--- config.mk ---
export PLATFORM = sky130hd
export DESIGN_NAME = rmaf_formatter
export DESIGN_NICKNAME = d
export VERILOG_FILES = /design/src/core/rmaf_pkg.sv /design/src/core/rmaf_formatter.sv
export SDC_FILE = /design/constraint.sdc
export NUM_CORES = 2
export LEC_CHECK = 0
export BUFFER_PORTS_ARGS = -buffer_cell sky130_fd_sc_hd__clkbuf_2
export CORE_MARGIN = 2
export CORE_UTILIZATION = 35
export DETAILED_ROUTE_END_ITERATION = 8
export GPL_TIMING_DRIVEN = 0
export PLACE_DENSITY_LB_ADDON = 0.12
export RECOVER_POWER = 25
export REMOVE_ABC_BUFFERS = 1
export SYNTH_ARGS = -nofsm -noshare
export SYNTH_HDL_FRONTEND = slang
export SYNTH_SLANG_ARGS = --single-unit
--- constraint.sdc ---
create_clock -name i_sys_clk -period 15.12 [get_ports i_sys_clk]
set_clock_uncertainty 0.05 [all_clocks]
set_input_delay 1.512 -clock i_sys_clk [delete_from_list [all_inputs] [get_ports i_sys_clk]]
set_output_delay 1.512 -clock i_sys_clk [all_outputs]
set_load 0.1 [all_outputs]
--- src/core/rmaf_pkg.sv ---
// Package for the management region formatter: map, layouts, constants
`default_nettype none
package rmaf_pkg;
  // Register byte offsets, identity word count and last identity word index
  localparam logic [7:0] REG_CTRL      = 8'h00;
  localparam logic [7:0] REG_STATUS    = 8'h04;
  localparam logic [7:0] REG_DISC_ST   = 8'h08;
  localparam logic [7:0] REG_CAL_ADDR  = 8'h0C;
  localparam logic [7:0] REG_CAL_NEXT  = 8'h10;
  localparam logic [7:0] REG_CAL_LEFT  = 8'h14;
  localparam logic [7:0] REG_PIC0      = 8'h18;
  localparam logic [7:0] REG_PIC1      = 8'h1C;
  localparam logic [7:0] REG_WRS       = 8'h20;
  localparam logic [7:0] REG_SLOT_EN   = 8'h24;
  localparam logic [7:0] REG_ID_BASE   = 8'h40;
  localparam logic [7:0] REG_ID_LAST   = 8'h7C;
  localparam logic [7:0] REG_ID_WORDS  = 8'h10;
  localparam logic [3:0] ID_IDX_W_LAST = 4'hF;

  // Address ranges in error-correction blocks, calibration sector counts and sectors-per-block shift
  localparam logic [23:0] CAL_FIRST_BLK = 24'h002080;
  localparam logic [23:0] CAL_LAST_BLK  = 24'h00223A;
  localparam logic [23:0] MGT_FIRST_BLK = 24'h00223C;
  localparam logic [23:0] MGT_LAST_BLK  = 24'h0024F8;
  localparam logic [12:0] CAL_SECTORS   = 13'h1BB0;
  localparam logic [12:0] CAL_SEC_LAST  = 13'h1BAF;
  localparam logic [4:0]  SEC_PER_BLK_SH = 5'h04;

  // Frame layout
  localparam logic [10:0] UNIT_LAST  = 11'h7FF;
  localparam logic [3:0]  SEC_LAST   = 4'hF;
  localparam logic [2:0]  RSV_UNITS  = 3'h7;
  localparam logic [7:0]  FMT_HI     = 8'h00;
  localparam logic [7:0]  FMT_LO     = 8'h01;
  localparam logic [1:0]  ST_LAST    = 2'h3;
  localparam logic [7:0]  TAG1 = 8'h01;
  localparam logic [7:0]  TAG2 = 8'h02;
  localparam logic [7:0]  TAG3 = 8'h03;
  localparam logic [7:0]  TAG4 = 8'h04;
  localparam logic [7:0]  TAG5 = 8'h05;
  localparam logic [10:0] SLOT_CAL_ADDR = 11'h050;
  localparam logic [10:0] SLOT_RUN_END  = 11'h06C;
  localparam logic [10:0] SLOTS_END     = 11'h200;

  // Frame kinds and command codes
  localparam logic [1:0] CMD_NONE  = 2'h0;
  localparam logic [1:0] CMD_LEAD  = 2'h1;
  localparam logic [1:0] CMD_REC   = 2'h2;
  localparam logic [1:0] CMD_CAL   = 2'h3;
  localparam logic [1:0] RESP_OK     = 2'b00;
  localparam logic [1:0] RESP_SLVERR = 2'b10;

  typedef enum logic [1:0] {
    RMAF_IDLE = 2'b00,
    RMAF_LEAD = 2'b01,
    RMAF_REC  = 2'b11
  } rmaf_state_t;

  typedef struct packed {
    logic       valid;
    logic [7:0] data;
    logic       first;
    logic       last;
    logic [3:0] sector;
  } rmaf_byte_t;

  typedef struct packed {
    logic        valid;
    logic [23:0] blk;
    logic [12:0] sector;
  } rmaf_cal_t;
endpackage
`default_nettype wire

--- src/core/rmaf_formatter.sv ---
// Management region formatter with AXI4-Lite registers and byte stream out
`default_nettype none
module rmaf_formatter
  import rmaf_pkg::*;
(
  input  wire logic              i_sys_clk,
  input  wire logic              i_nrst,
  input  wire logic [7:0]        i_awaddr,
  input  wire logic              i_awvalid,
  output logic                   o_awready,
  input  wire logic [31:0]       i_wdata,
  input  wire logic [3:0]        i_wstrb,
  input  wire logic              i_wvalid,
  output logic                   o_wready,
  output logic [1:0]             o_bresp,
  output logic                   o_bvalid,
  input  wire logic              i_bready,
  input  wire logic [7:0]        i_araddr,
  input  wire logic              i_arvalid,
  output logic                   o_arready,
  output logic [31:0]            o_rdata,
  output logic [1:0]             o_rresp,
  output logic                   o_rvalid,
  input  wire logic              i_rready,
  input  wire logic              i_out_ready,
  output rmaf_pkg::rmaf_byte_t   o_out,
  output rmaf_pkg::rmaf_cal_t    o_cal
);
  import rmaf_pkg::*;

  // Identity image: maker 32 B, serial 16 B, model 16 B (64 B); disc id 18 B reads back maker bytes 0..17
  logic [31:0]  id_mem_r [0:15];
  logic [1:0]   disc_st_r;
  logic [31:0]  pic0_r;
  logic [31:0]  pic1_r;
  logic [31:0]  wrs_r;
  logic [3:0]   slot_en_r;
  logic [23:0]  cal_addr_r;
  logic [12:0]  cal_idx_r;
  logic [12:0]  cal_left_r;
  logic         cal_full_r;

  rmaf_state_t  state_r;
  logic [3:0]   sec_r;
  logic [10:0]  pos_r;
  rmaf_byte_t   out_r;
  rmaf_cal_t    cal_r;

  logic         aw_got_r;
  logic         w_got_r;
  logic [7:0]   awaddr_r;
  logic [31:0]  wdata_r;
  logic [3:0]   wstrb_r;
  logic         bvalid_r;
  logic [1:0]   bresp_r;
  logic         rvalid_r;
  logic [31:0]  rdata_r;
  logic [1:0]   rresp_r;

  // Byte select from 32-bit words, little-endian within word
  function automatic logic [7:0] wbyte(input logic [31:0] w, input logic [1:0] b);
    wbyte = w[{b, 3'b000} +: 8];
  endfunction

  function automatic logic in_rng(input logic [10:0] p, input logic [10:0] lo,
                                  input logic [10:0] hi);
    in_rng = (p >= lo) && (p <= hi);
  endfunction

  // Identity bytes by unit position
  function automatic logic [7:0] id_byte(input logic [10:0] p);
    logic [10:0] rel;
    rel = 11'h000;
    if (in_rng(p, 11'h000, 11'h01F)) begin
      rel = p;
    end else if (in_rng(p, 11'h028, 11'h037)) begin
      rel = p - 11'h008;
    end else if (in_rng(p, 11'h040, 11'h04F)) begin
      rel = p - 11'h010;
    end else if (in_rng(p, 11'h058, 11'h069)) begin
      rel = p - 11'h018;
    end else begin
      rel = 11'h7FF;
    end
    id_byte = (rel == 11'h7FF) ? 8'h00 : wbyte(id_mem_r[rel[5:2]], rel[1:0]);
  endfunction

  // Write channel
  wire        wr_fire    = aw_got_r && w_got_r && !bvalid_r;
  wire        id_hit     = (awaddr_r >= REG_ID_BASE) && (awaddr_r <= REG_ID_LAST);
  wire [3:0]  id_widx    = 4'((awaddr_r - REG_ID_BASE) >> 2);
  wire        busy       = (state_r != RMAF_IDLE);
  wire        wr_ctrl    = wr_fire && (awaddr_r == REG_CTRL);
  wire        wr_known;
  assign wr_known = (awaddr_r == REG_CTRL) || (awaddr_r == REG_DISC_ST) ||
                    (awaddr_r == REG_PIC0) || (awaddr_r == REG_PIC1) ||
                    (awaddr_r == REG_WRS) || (awaddr_r == REG_SLOT_EN) || id_hit;
  wire [1:0]  cmd        = wr_ctrl ? wdata_r[1:0] : CMD_NONE;
  wire        st_ok      = (wdata_r[7:2] == 6'h00) && (wdata_r[1:0] <= ST_LAST);

  // Calibration grant: one sector per request, outer end first
  wire        cal_req    = (cmd == CMD_CAL) && !cal_full_r;
  wire [23:0] cal_blk    = CAL_FIRST_BLK + 24'(cal_idx_r >> SEC_PER_BLK_SH);

  // Stream bytes
  wire        beat       = !out_r.valid || i_out_ready;
  wire [10:0] p          = pos_r;
  logic [7:0] lead_byte;
  logic [7:0] rec_byte;
  logic [7:0] f0_byte;
  logic [7:0] f1_byte;
  wire [6:0]  sp         = p[6:0];
  wire [1:0]  slot       = p[8:7];
  wire        slot_on    = slot_en_r[slot] && (p < SLOTS_END);

  // Lead-in: sectors 0..7 reserved zero, 8..15 identity units
  assign lead_byte = (sec_r <= {1'b0, RSV_UNITS}) ? 8'h00 : id_byte(p);

  always_comb begin
    f0_byte = 8'h00;
    if (p == 11'h000) begin
      f0_byte = FMT_HI;
    end else if (p == 11'h001) begin
      f0_byte = FMT_LO;
    end else if (p == 11'h002) begin
      f0_byte = {6'h00, disc_st_r};
    end else if (in_rng(p, 11'h004, 11'h015)) begin
      f0_byte = id_byte(p + 11'h054);
    end else if (p == 11'h016) begin
      f0_byte = TAG1;
    end else if (in_rng(p, 11'h017, 11'h01A)) begin
      f0_byte = wbyte(pic0_r, 2'(p - 11'h017));
    end else if (p == 11'h01B) begin
      f0_byte = wbyte(pic1_r, 2'h2);
    end else if (p == 11'h01E) begin
      f0_byte = TAG2;
    end else if (in_rng(p, 11'h01F, 11'h020)) begin
      f0_byte = wbyte(pic1_r, 2'(p - 11'h01F));
    end else if (in_rng(p, 11'h021, 11'h024)) begin
      f0_byte = wbyte(wrs_r, 2'(p - 11'h021));
    end else if (p == 11'h026) begin
      f0_byte = TAG3;
    end else if (p == 11'h02E) begin
      f0_byte = TAG4;
    end else if (p == 11'h036) begin
      f0_byte = TAG5;
    end else if (in_rng(p, 11'h027, 11'h02C)) begin
      f0_byte = id_byte(p - 11'h027 + 11'h058);
    end else if (in_rng(p, 11'h02F, 11'h034)) begin
      f0_byte = id_byte(p - 11'h02F + 11'h05E);
    end else if (in_rng(p, 11'h037, 11'h03C)) begin
      f0_byte = id_byte(p - 11'h037 + 11'h064);
    end
  end

  // Field 1: calibration address big-endian at slot bytes 80..83
  always_comb begin
    f1_byte = 8'h00;
    if (slot_on && (sp >= SLOT_CAL_ADDR[6:0]) && (sp < SLOT_CAL_ADDR[6:0] + 7'h04)) begin
      case (sp[1:0])
        2'h0: f1_byte = 8'h00;
        2'h1: f1_byte = cal_addr_r[23:16];
        2'h2: f1_byte = cal_addr_r[15:8];
        default: f1_byte = cal_addr_r[7:0];
      endcase
    end
  end

  // Sector 0 linking loss, 1 field 0, 2 field 1, rest zero here
  assign rec_byte = (sec_r == 4'h1) ? f0_byte :
                    (sec_r == 4'h2) ? f1_byte : 8'h00;

  wire end_pos = (pos_r == UNIT_LAST);
  wire end_sec = (sec_r == SEC_LAST);

  // Stream state
  always_ff @(posedge i_sys_clk or negedge i_nrst) begin
    if (!i_nrst) begin
      state_r <= RMAF_IDLE;
      sec_r   <= 4'h0;
      pos_r   <= 11'h000;
      out_r   <= '0;
    end else if (beat) begin
      out_r.valid <= busy;
      out_r.data  <= (state_r == RMAF_LEAD) ? lead_byte : rec_byte;
      out_r.first <= busy && (pos_r == 11'h000);
      out_r.last  <= busy && end_pos;
      out_r.sector <= sec_r;
      if (!busy) begin
        if (cmd == CMD_LEAD) begin
          state_r <= RMAF_LEAD;
        end else if (cmd == CMD_REC) begin
          state_r <= RMAF_REC;
        end
      end else begin
        pos_r <= pos_r + 11'h001;
        if (end_pos) begin
          sec_r <= sec_r + 4'h1;
          if (end_sec) begin
            state_r <= RMAF_IDLE;
          end
        end
      end
    end
  end

  // Calibration allocator and configuration
  always_ff @(posedge i_sys_clk or negedge i_nrst) begin
    if (!i_nrst) begin
      cal_idx_r  <= CAL_SEC_LAST;
      cal_left_r <= CAL_SECTORS;
      cal_full_r <= 1'b0;
      cal_addr_r <= CAL_LAST_BLK;
      cal_r      <= '0;
      disc_st_r  <= 2'h0;
      pic0_r     <= 32'h0;
      pic1_r     <= 32'h0;
      wrs_r      <= 32'h0;
      slot_en_r  <= 4'h1;
    end else begin
      cal_r.valid <= cal_req;
      if (cal_req) begin
        cal_r.blk    <= cal_blk;
        cal_r.sector <= cal_idx_r;
        cal_addr_r   <= cal_blk;
        cal_left_r   <= cal_left_r - 13'h1;
        cal_full_r   <= (cal_idx_r == 13'h0);
        cal_idx_r    <= (cal_idx_r == 13'h0) ? 13'h0 : cal_idx_r - 13'h1;
      end
      if (wr_fire && !busy) begin
        if (awaddr_r == REG_DISC_ST && st_ok) begin
          disc_st_r <= wdata_r[1:0];
        end else if (awaddr_r == REG_PIC0) begin
          pic0_r <= wdata_r;
        end else if (awaddr_r == REG_PIC1) begin
          pic1_r <= wdata_r;
        end else if (awaddr_r == REG_WRS) begin
          wrs_r <= wdata_r;
        end else if (awaddr_r == REG_SLOT_EN) begin
          slot_en_r <= wdata_r[3:0];
        end
      end
    end
  end

  // Identity image, frozen while streaming
  always_ff @(posedge i_sys_clk) begin
    if (wr_fire && !busy && id_hit) begin
      for (int b = 0; b < 4; b++) begin
        if (wstrb_r[b]) begin
          id_mem_r[id_widx][b*8 +: 8] <= wdata_r[b*8 +: 8];
        end
      end
    end
  end

  // AXI4-Lite write
  always_ff @(posedge i_sys_clk or negedge i_nrst) begin
    if (!i_nrst) begin
      aw_got_r <= 1'b0;
      w_got_r  <= 1'b0;
      awaddr_r <= 8'h00;
      wdata_r  <= 32'h0;
      wstrb_r  <= 4'h0;
      bvalid_r <= 1'b0;
      bresp_r  <= RESP_OK;
    end else begin
      if (i_awvalid && !aw_got_r) begin
        aw_got_r <= 1'b1;
        awaddr_r <= {i_awaddr[7:2], 2'b00};
      end
      if (i_wvalid && !w_got_r) begin
        w_got_r <= 1'b1;
        wdata_r <= i_wdata;
        wstrb_r <= i_wstrb;
      end
      if (wr_fire) begin
        aw_got_r <= 1'b0;
        w_got_r  <= 1'b0;
        bvalid_r <= 1'b1;
        bresp_r  <= (wr_known && !(busy && !wr_ctrl) &&
                     !(awaddr_r == REG_DISC_ST && !st_ok)) ? RESP_OK : RESP_SLVERR;
      end else if (bvalid_r && i_bready) begin
        bvalid_r <= 1'b0;
      end
    end
  end

  // AXI4-Lite read
  logic [31:0] rd_val;
  logic        rd_ok;
  wire [7:0]   ra = {i_araddr[7:2], 2'b00};
  always_comb begin
    rd_ok  = 1'b1;
    rd_val = 32'h0;
    if (ra == REG_CTRL) begin
      // Management region span, first block low half
      rd_val = {MGT_LAST_BLK[15:0], MGT_FIRST_BLK[15:0]};
    end else if (ra == REG_STATUS) begin
      rd_val = {24'h0, sec_r, 1'b0, cal_full_r, state_r};
    end else if (ra == REG_DISC_ST) begin
      rd_val = {30'h0, disc_st_r};
    end else if (ra == REG_CAL_ADDR) begin
      rd_val = {8'h00, cal_addr_r};
    end else if (ra == REG_CAL_NEXT) begin
      rd_val = {19'h0, cal_idx_r};
    end else if (ra == REG_CAL_LEFT) begin
      rd_val = {19'h0, cal_left_r};
    end else if (ra == REG_PIC0) begin
      rd_val = pic0_r;
    end else if (ra == REG_PIC1) begin
      rd_val = pic1_r;
    end else if (ra == REG_WRS) begin
      rd_val = wrs_r;
    end else if (ra == REG_SLOT_EN) begin
      rd_val = {28'h0, slot_en_r};
    end else if ((ra >= REG_ID_BASE) && (ra <= REG_ID_LAST)) begin
      rd_val = id_mem_r[4'((ra - REG_ID_BASE) >> 2)];
    end else begin
      rd_ok = 1'b0;
    end
  end

  always_ff @(posedge i_sys_clk or negedge i_nrst) begin
    if (!i_nrst) begin
      rvalid_r <= 1'b0;
      rdata_r  <= 32'h0;
      rresp_r  <= RESP_OK;
    end else if (!rvalid_r && i_arvalid) begin
      rvalid_r <= 1'b1;
      rdata_r  <= rd_val;
      rresp_r  <= rd_ok ? RESP_OK : RESP_SLVERR;
    end else if (rvalid_r && i_rready) begin
      rvalid_r <= 1'b0;
    end
  end

  // Ready pulses registered on the same edge as capture
  logic awready_r;
  logic wready_r;
  logic arready_r;
  always_ff @(posedge i_sys_clk or negedge i_nrst) begin
    if (!i_nrst) begin
      awready_r <= 1'b0;
      wready_r  <= 1'b0;
      arready_r <= 1'b0;
    end else begin
      awready_r <= i_awvalid && !aw_got_r && !awready_r;
      wready_r  <= i_wvalid && !w_got_r && !wready_r;
      arready_r <= !rvalid_r && i_arvalid;
    end
  end

  assign o_awready = awready_r;
  assign o_wready  = wready_r;
  assign o_bvalid  = bvalid_r;
  assign o_bresp   = bresp_r;
  assign o_arready = arready_r;
  assign o_rvalid  = rvalid_r;
  assign o_rdata   = rdata_r;
  assign o_rresp   = rresp_r;
  assign o_out     = out_r;
  assign o_cal     = cal_r;
endmodule
`default_nettype wire

==> flow_summary.yaml <==
setup_path:
  critPathLaunch: "p[0]"
  arrival_ns: 11.69
  endpoint_kind: "flop"
  cp.required_ns: 15.64
  crit_fanout: 45
  crit_path_start_kind: "flop"
  crit_type: "flop to flop"
  r2r_start: "p[0]"
sta:
  tightest_slew_ns: 2.99
  setup_viol: 0
  hold_viol_final: 0
  whs_ns: 0.376
  period_minus_slack_ns: 11.17
  drv_slew: 79
  period_share_pct: 73.9
  rsz0062_at_grt: "no"
  fmax_mhz: 89.5
  relSlewSlack_pct: -99.1
  layout_setup_ws_ns: 3.95
logic_synthesis:
  synthTopCellsByArea: "edfxtp_1, nand2_1, dfrtp_1"
  synth_seq_cells: 779
  yosysTopAreaCell: "edfxtp_1"
  async_flop_share_pct: 34.3
  synthDominantCellAreaShare_pct: 25.1
  yosysUniqueCellTypes: 123
  synth_cells: 6747
  synth-edff-count: 512
  avgSynthCellArea_um2: 9.09
  synthFlopType: "edfxtp_1"
  syn_area_mm2: 0.0613
  ys_seq_area_share_pct: 36.0
  yosysWarnings: 0
clocking:
  cts-root-buf: "clkbuf_16"
  cts.sink_count: 779
  clock_path_buffers: 3
  cts.htree.levels: 3
  cts_buffers: 100
  cts_hold_buf: 0
  clkTransAtPathRegs_ns: 0.06
  cts_tree: "done"
  cts_resized: 0
  clk_latency_ns: 0.79
  postCtsSetupBuffers: 0
die:
  die_h_um: 423
  coreArea_mm2: 0.174
  num_rows: 153
  dieWidth_um: 423
  die_area_mm2: 0.179
  io_pins: 154
  start_util_pct: 35.2
finish:
  layout-drive-gt1-share_pct: 18.1
  fill_cells: 16900
  ff_latch_area_mm2: 0.0221
  multi_input_area_mm2: 0.0368
  final_nets: 6757
  area_growth_pct: 15.9
  fin_cells: 9066
routing:
  first_pass_iters: 9
  routed_wl_um: 342000
  remaining_drc_errors: 19
  postRouteAntennaNets: 0
  top_layer: "met5"
  drtIter0Drc: 10500
  route.vias.total: 62400
  route.met2.wl_um: 139000
  wl_met3_um: 45400
  wl_met1_um: 128000
  wire_per_inst_um: 37.8
  vias_per_cell: 6.89
global_routing:
  grt_pass1_vias: 56100
  antenna_found_initial: 34
  grt_usage_pct: 37.0
  gr-total-overflow: 0
  grt_max_degree: 93
  grt_pass1_wl_um: 468000
status:
  violations: "DRC, capacitance limit, slew limit"
  status: "finished, violations left"
hold_path:
  hold_path.startpoint: "o_wready"
  min_path_type: "flop to flop"
place:
  io_buffers: 134
  post-place-cells: 8853
  hpwl_um: 247000
  gp_congestion: 1.01
  pre_cts_ws_ns: 4.80
job:
  drv_cap: 6
-- final timing paths --
| check | end | slack (ns) | cells past startpoint |
|---|---|---|---|
| worst max-delay path | o_out[12] | 3.95 | 20 |
| worst min-delay path | o_wready | 0.38 | 1 |
| worst max register to register | o_out[12] | 3.95 | 20 |
| worst min register to register | o_wready | 0.38 | 1 |
| max in group asynchronous | p[6] | 11.43 | 1 |
| min in group asynchronous | sec_r[2] | 1.69 | 1 |
-- cells by family after synthesis --
kind of cell	after synthesis	share of synthesized area, %
simple gates	3065	22.0
compound gates	1299	15.6
mux	843	19.4
buf+inv	650	5.04
flops	779	36.0
xor+xnor	50	0.806
other cells	1	0.00612
fa+ha+maj	60	1.22
-- flip-flops by register name, summed over array words and instances, names as in the netlist, 2 cells and up --
signal / count
id_mem_r: 512
o_rdata: 32
pic0_r: 32
pic1_r: 32
wdata_r: 32
wrs_r: 32
o_cal: 18
o_out: 15
cal_idx_r: 13
cal_left_r: 13
p: 11
awaddr_r: 6
cal_addr_r: 5
sec_r: 4
slot_en_r: 4
wstrb_r: 4
disc_st_r: 2
state_r: 2
-- synthesized netlist by cell type, types with 24 or more instances --
cell type     n
buf_1        70
buf_4        67
edfxtp_1    512
nand2_1    1799
o211ai_1     54
and3_1      158
inv_1        42
nor3_1       79
a311oi_1    164
mux2i_1     394
buf_2       238
and2_1       38
clkbuf_1    208
nand3_1     411
xnor2_1      31
a32oi_1      34
o21ai_0     144
a21oi_1     180
nand2b_1     24
mux2_2      193
nand4_1      57
mux4_2      256
a211oi_1    134
ha_1         60
o22ai_1      42
nor2b_1      96
a22oi_1      45
nor2_1      294
dfrtp_1     244
a221oi_1     41
a31oi_1     153
-- layout by cell type, fill, tap and decap left out, types with 20 or more instances in the layout --
master        n
nor3_1       73
o22ai_1      42
buf_16       80
a31oi_1     149
a22oi_1      44
edfxtp_1    512
mux2i_1     393
nor2b_1      93
mux4_2      256
a221oi_1     41
nand2_1    1796
a32oi_1      34
a21oi_1     179
nand2b_1     24
nor4_1       21
and3_1      157
a311oi_1    160
buf_12       62
clkbuf_2    127
a311o_1      20
ha_1         59
a211oi_1    134
nor2_2       74
inv_1        42
nand4_1      57
dfrtp_1     241
o21ai_0     144
nor2_1      216
and2_1       38
buf_8        68
a22o_1       21
clkbuf_8     23
clkbuf_16   108
nand3_1     410
o211ai_1     54
mux2_2      193
xnor2_1      31
dfstp_2      23
-- metrics by stage --
stage          instance area [µm²]  utilization (%)  setup TNS, ns
6_report                     71100             40.8              0
5_1_grt                      71000             40.8              0
4_1_cts                      70900             40.8              0
3_5_place_dp                 67400             38.7              0
3_3_place_gp                 62100             35.7        -104.25
2_1_floorplan                58500                -              0
-- worst max-delay path, stage by stage, from the launching register on --
cell and delay (ns):
dfrtp_4 1.02, buf_16 0.30, clkinv_1 0.99, ha_1 0.82, nand2b_1 0.25, a21oi_1 0.30
nor2_1 0.20, inv_1 0.26, ha_1 0.26, nand3_1 0.08, o21ai_0 0.45, nor3_1 0.09
o211ai_1 0.40, a22o_1 0.80, nand2_2 0.92, nor2_2 1.47, a22oi_1 0.25, nor2_1 0.34
a2111oi_0 0.21, a2111oi_0 1.26, o22ai_1 0.20
-- layout make-up --
cell class | instances | area share, %
antenna | 17 | 0.0599
clock buffer | 140 | 4.22
timing repair buffer | 371 | 7.65
inverter | 53 | 0.280
sequential | 779 | 31.1
multi-input combinational | 5332 | 51.8
tap | 2325 | 4.09
clock inverter | 49 | 0.771
-- routing by layer --
layer | vias to the layer above | track usage (%)
li1 | 25100 | -
met1 | 31100 | 47.7
met2 | 5014 | 52.2
met3 | 1201 | 12.4
met4 | 20 | 24.8
met5 | - | 0
Power is left out: the tool's default activity adds up to more than one toggle a clock period on the data nets, which glitch-free logic cannot reach.
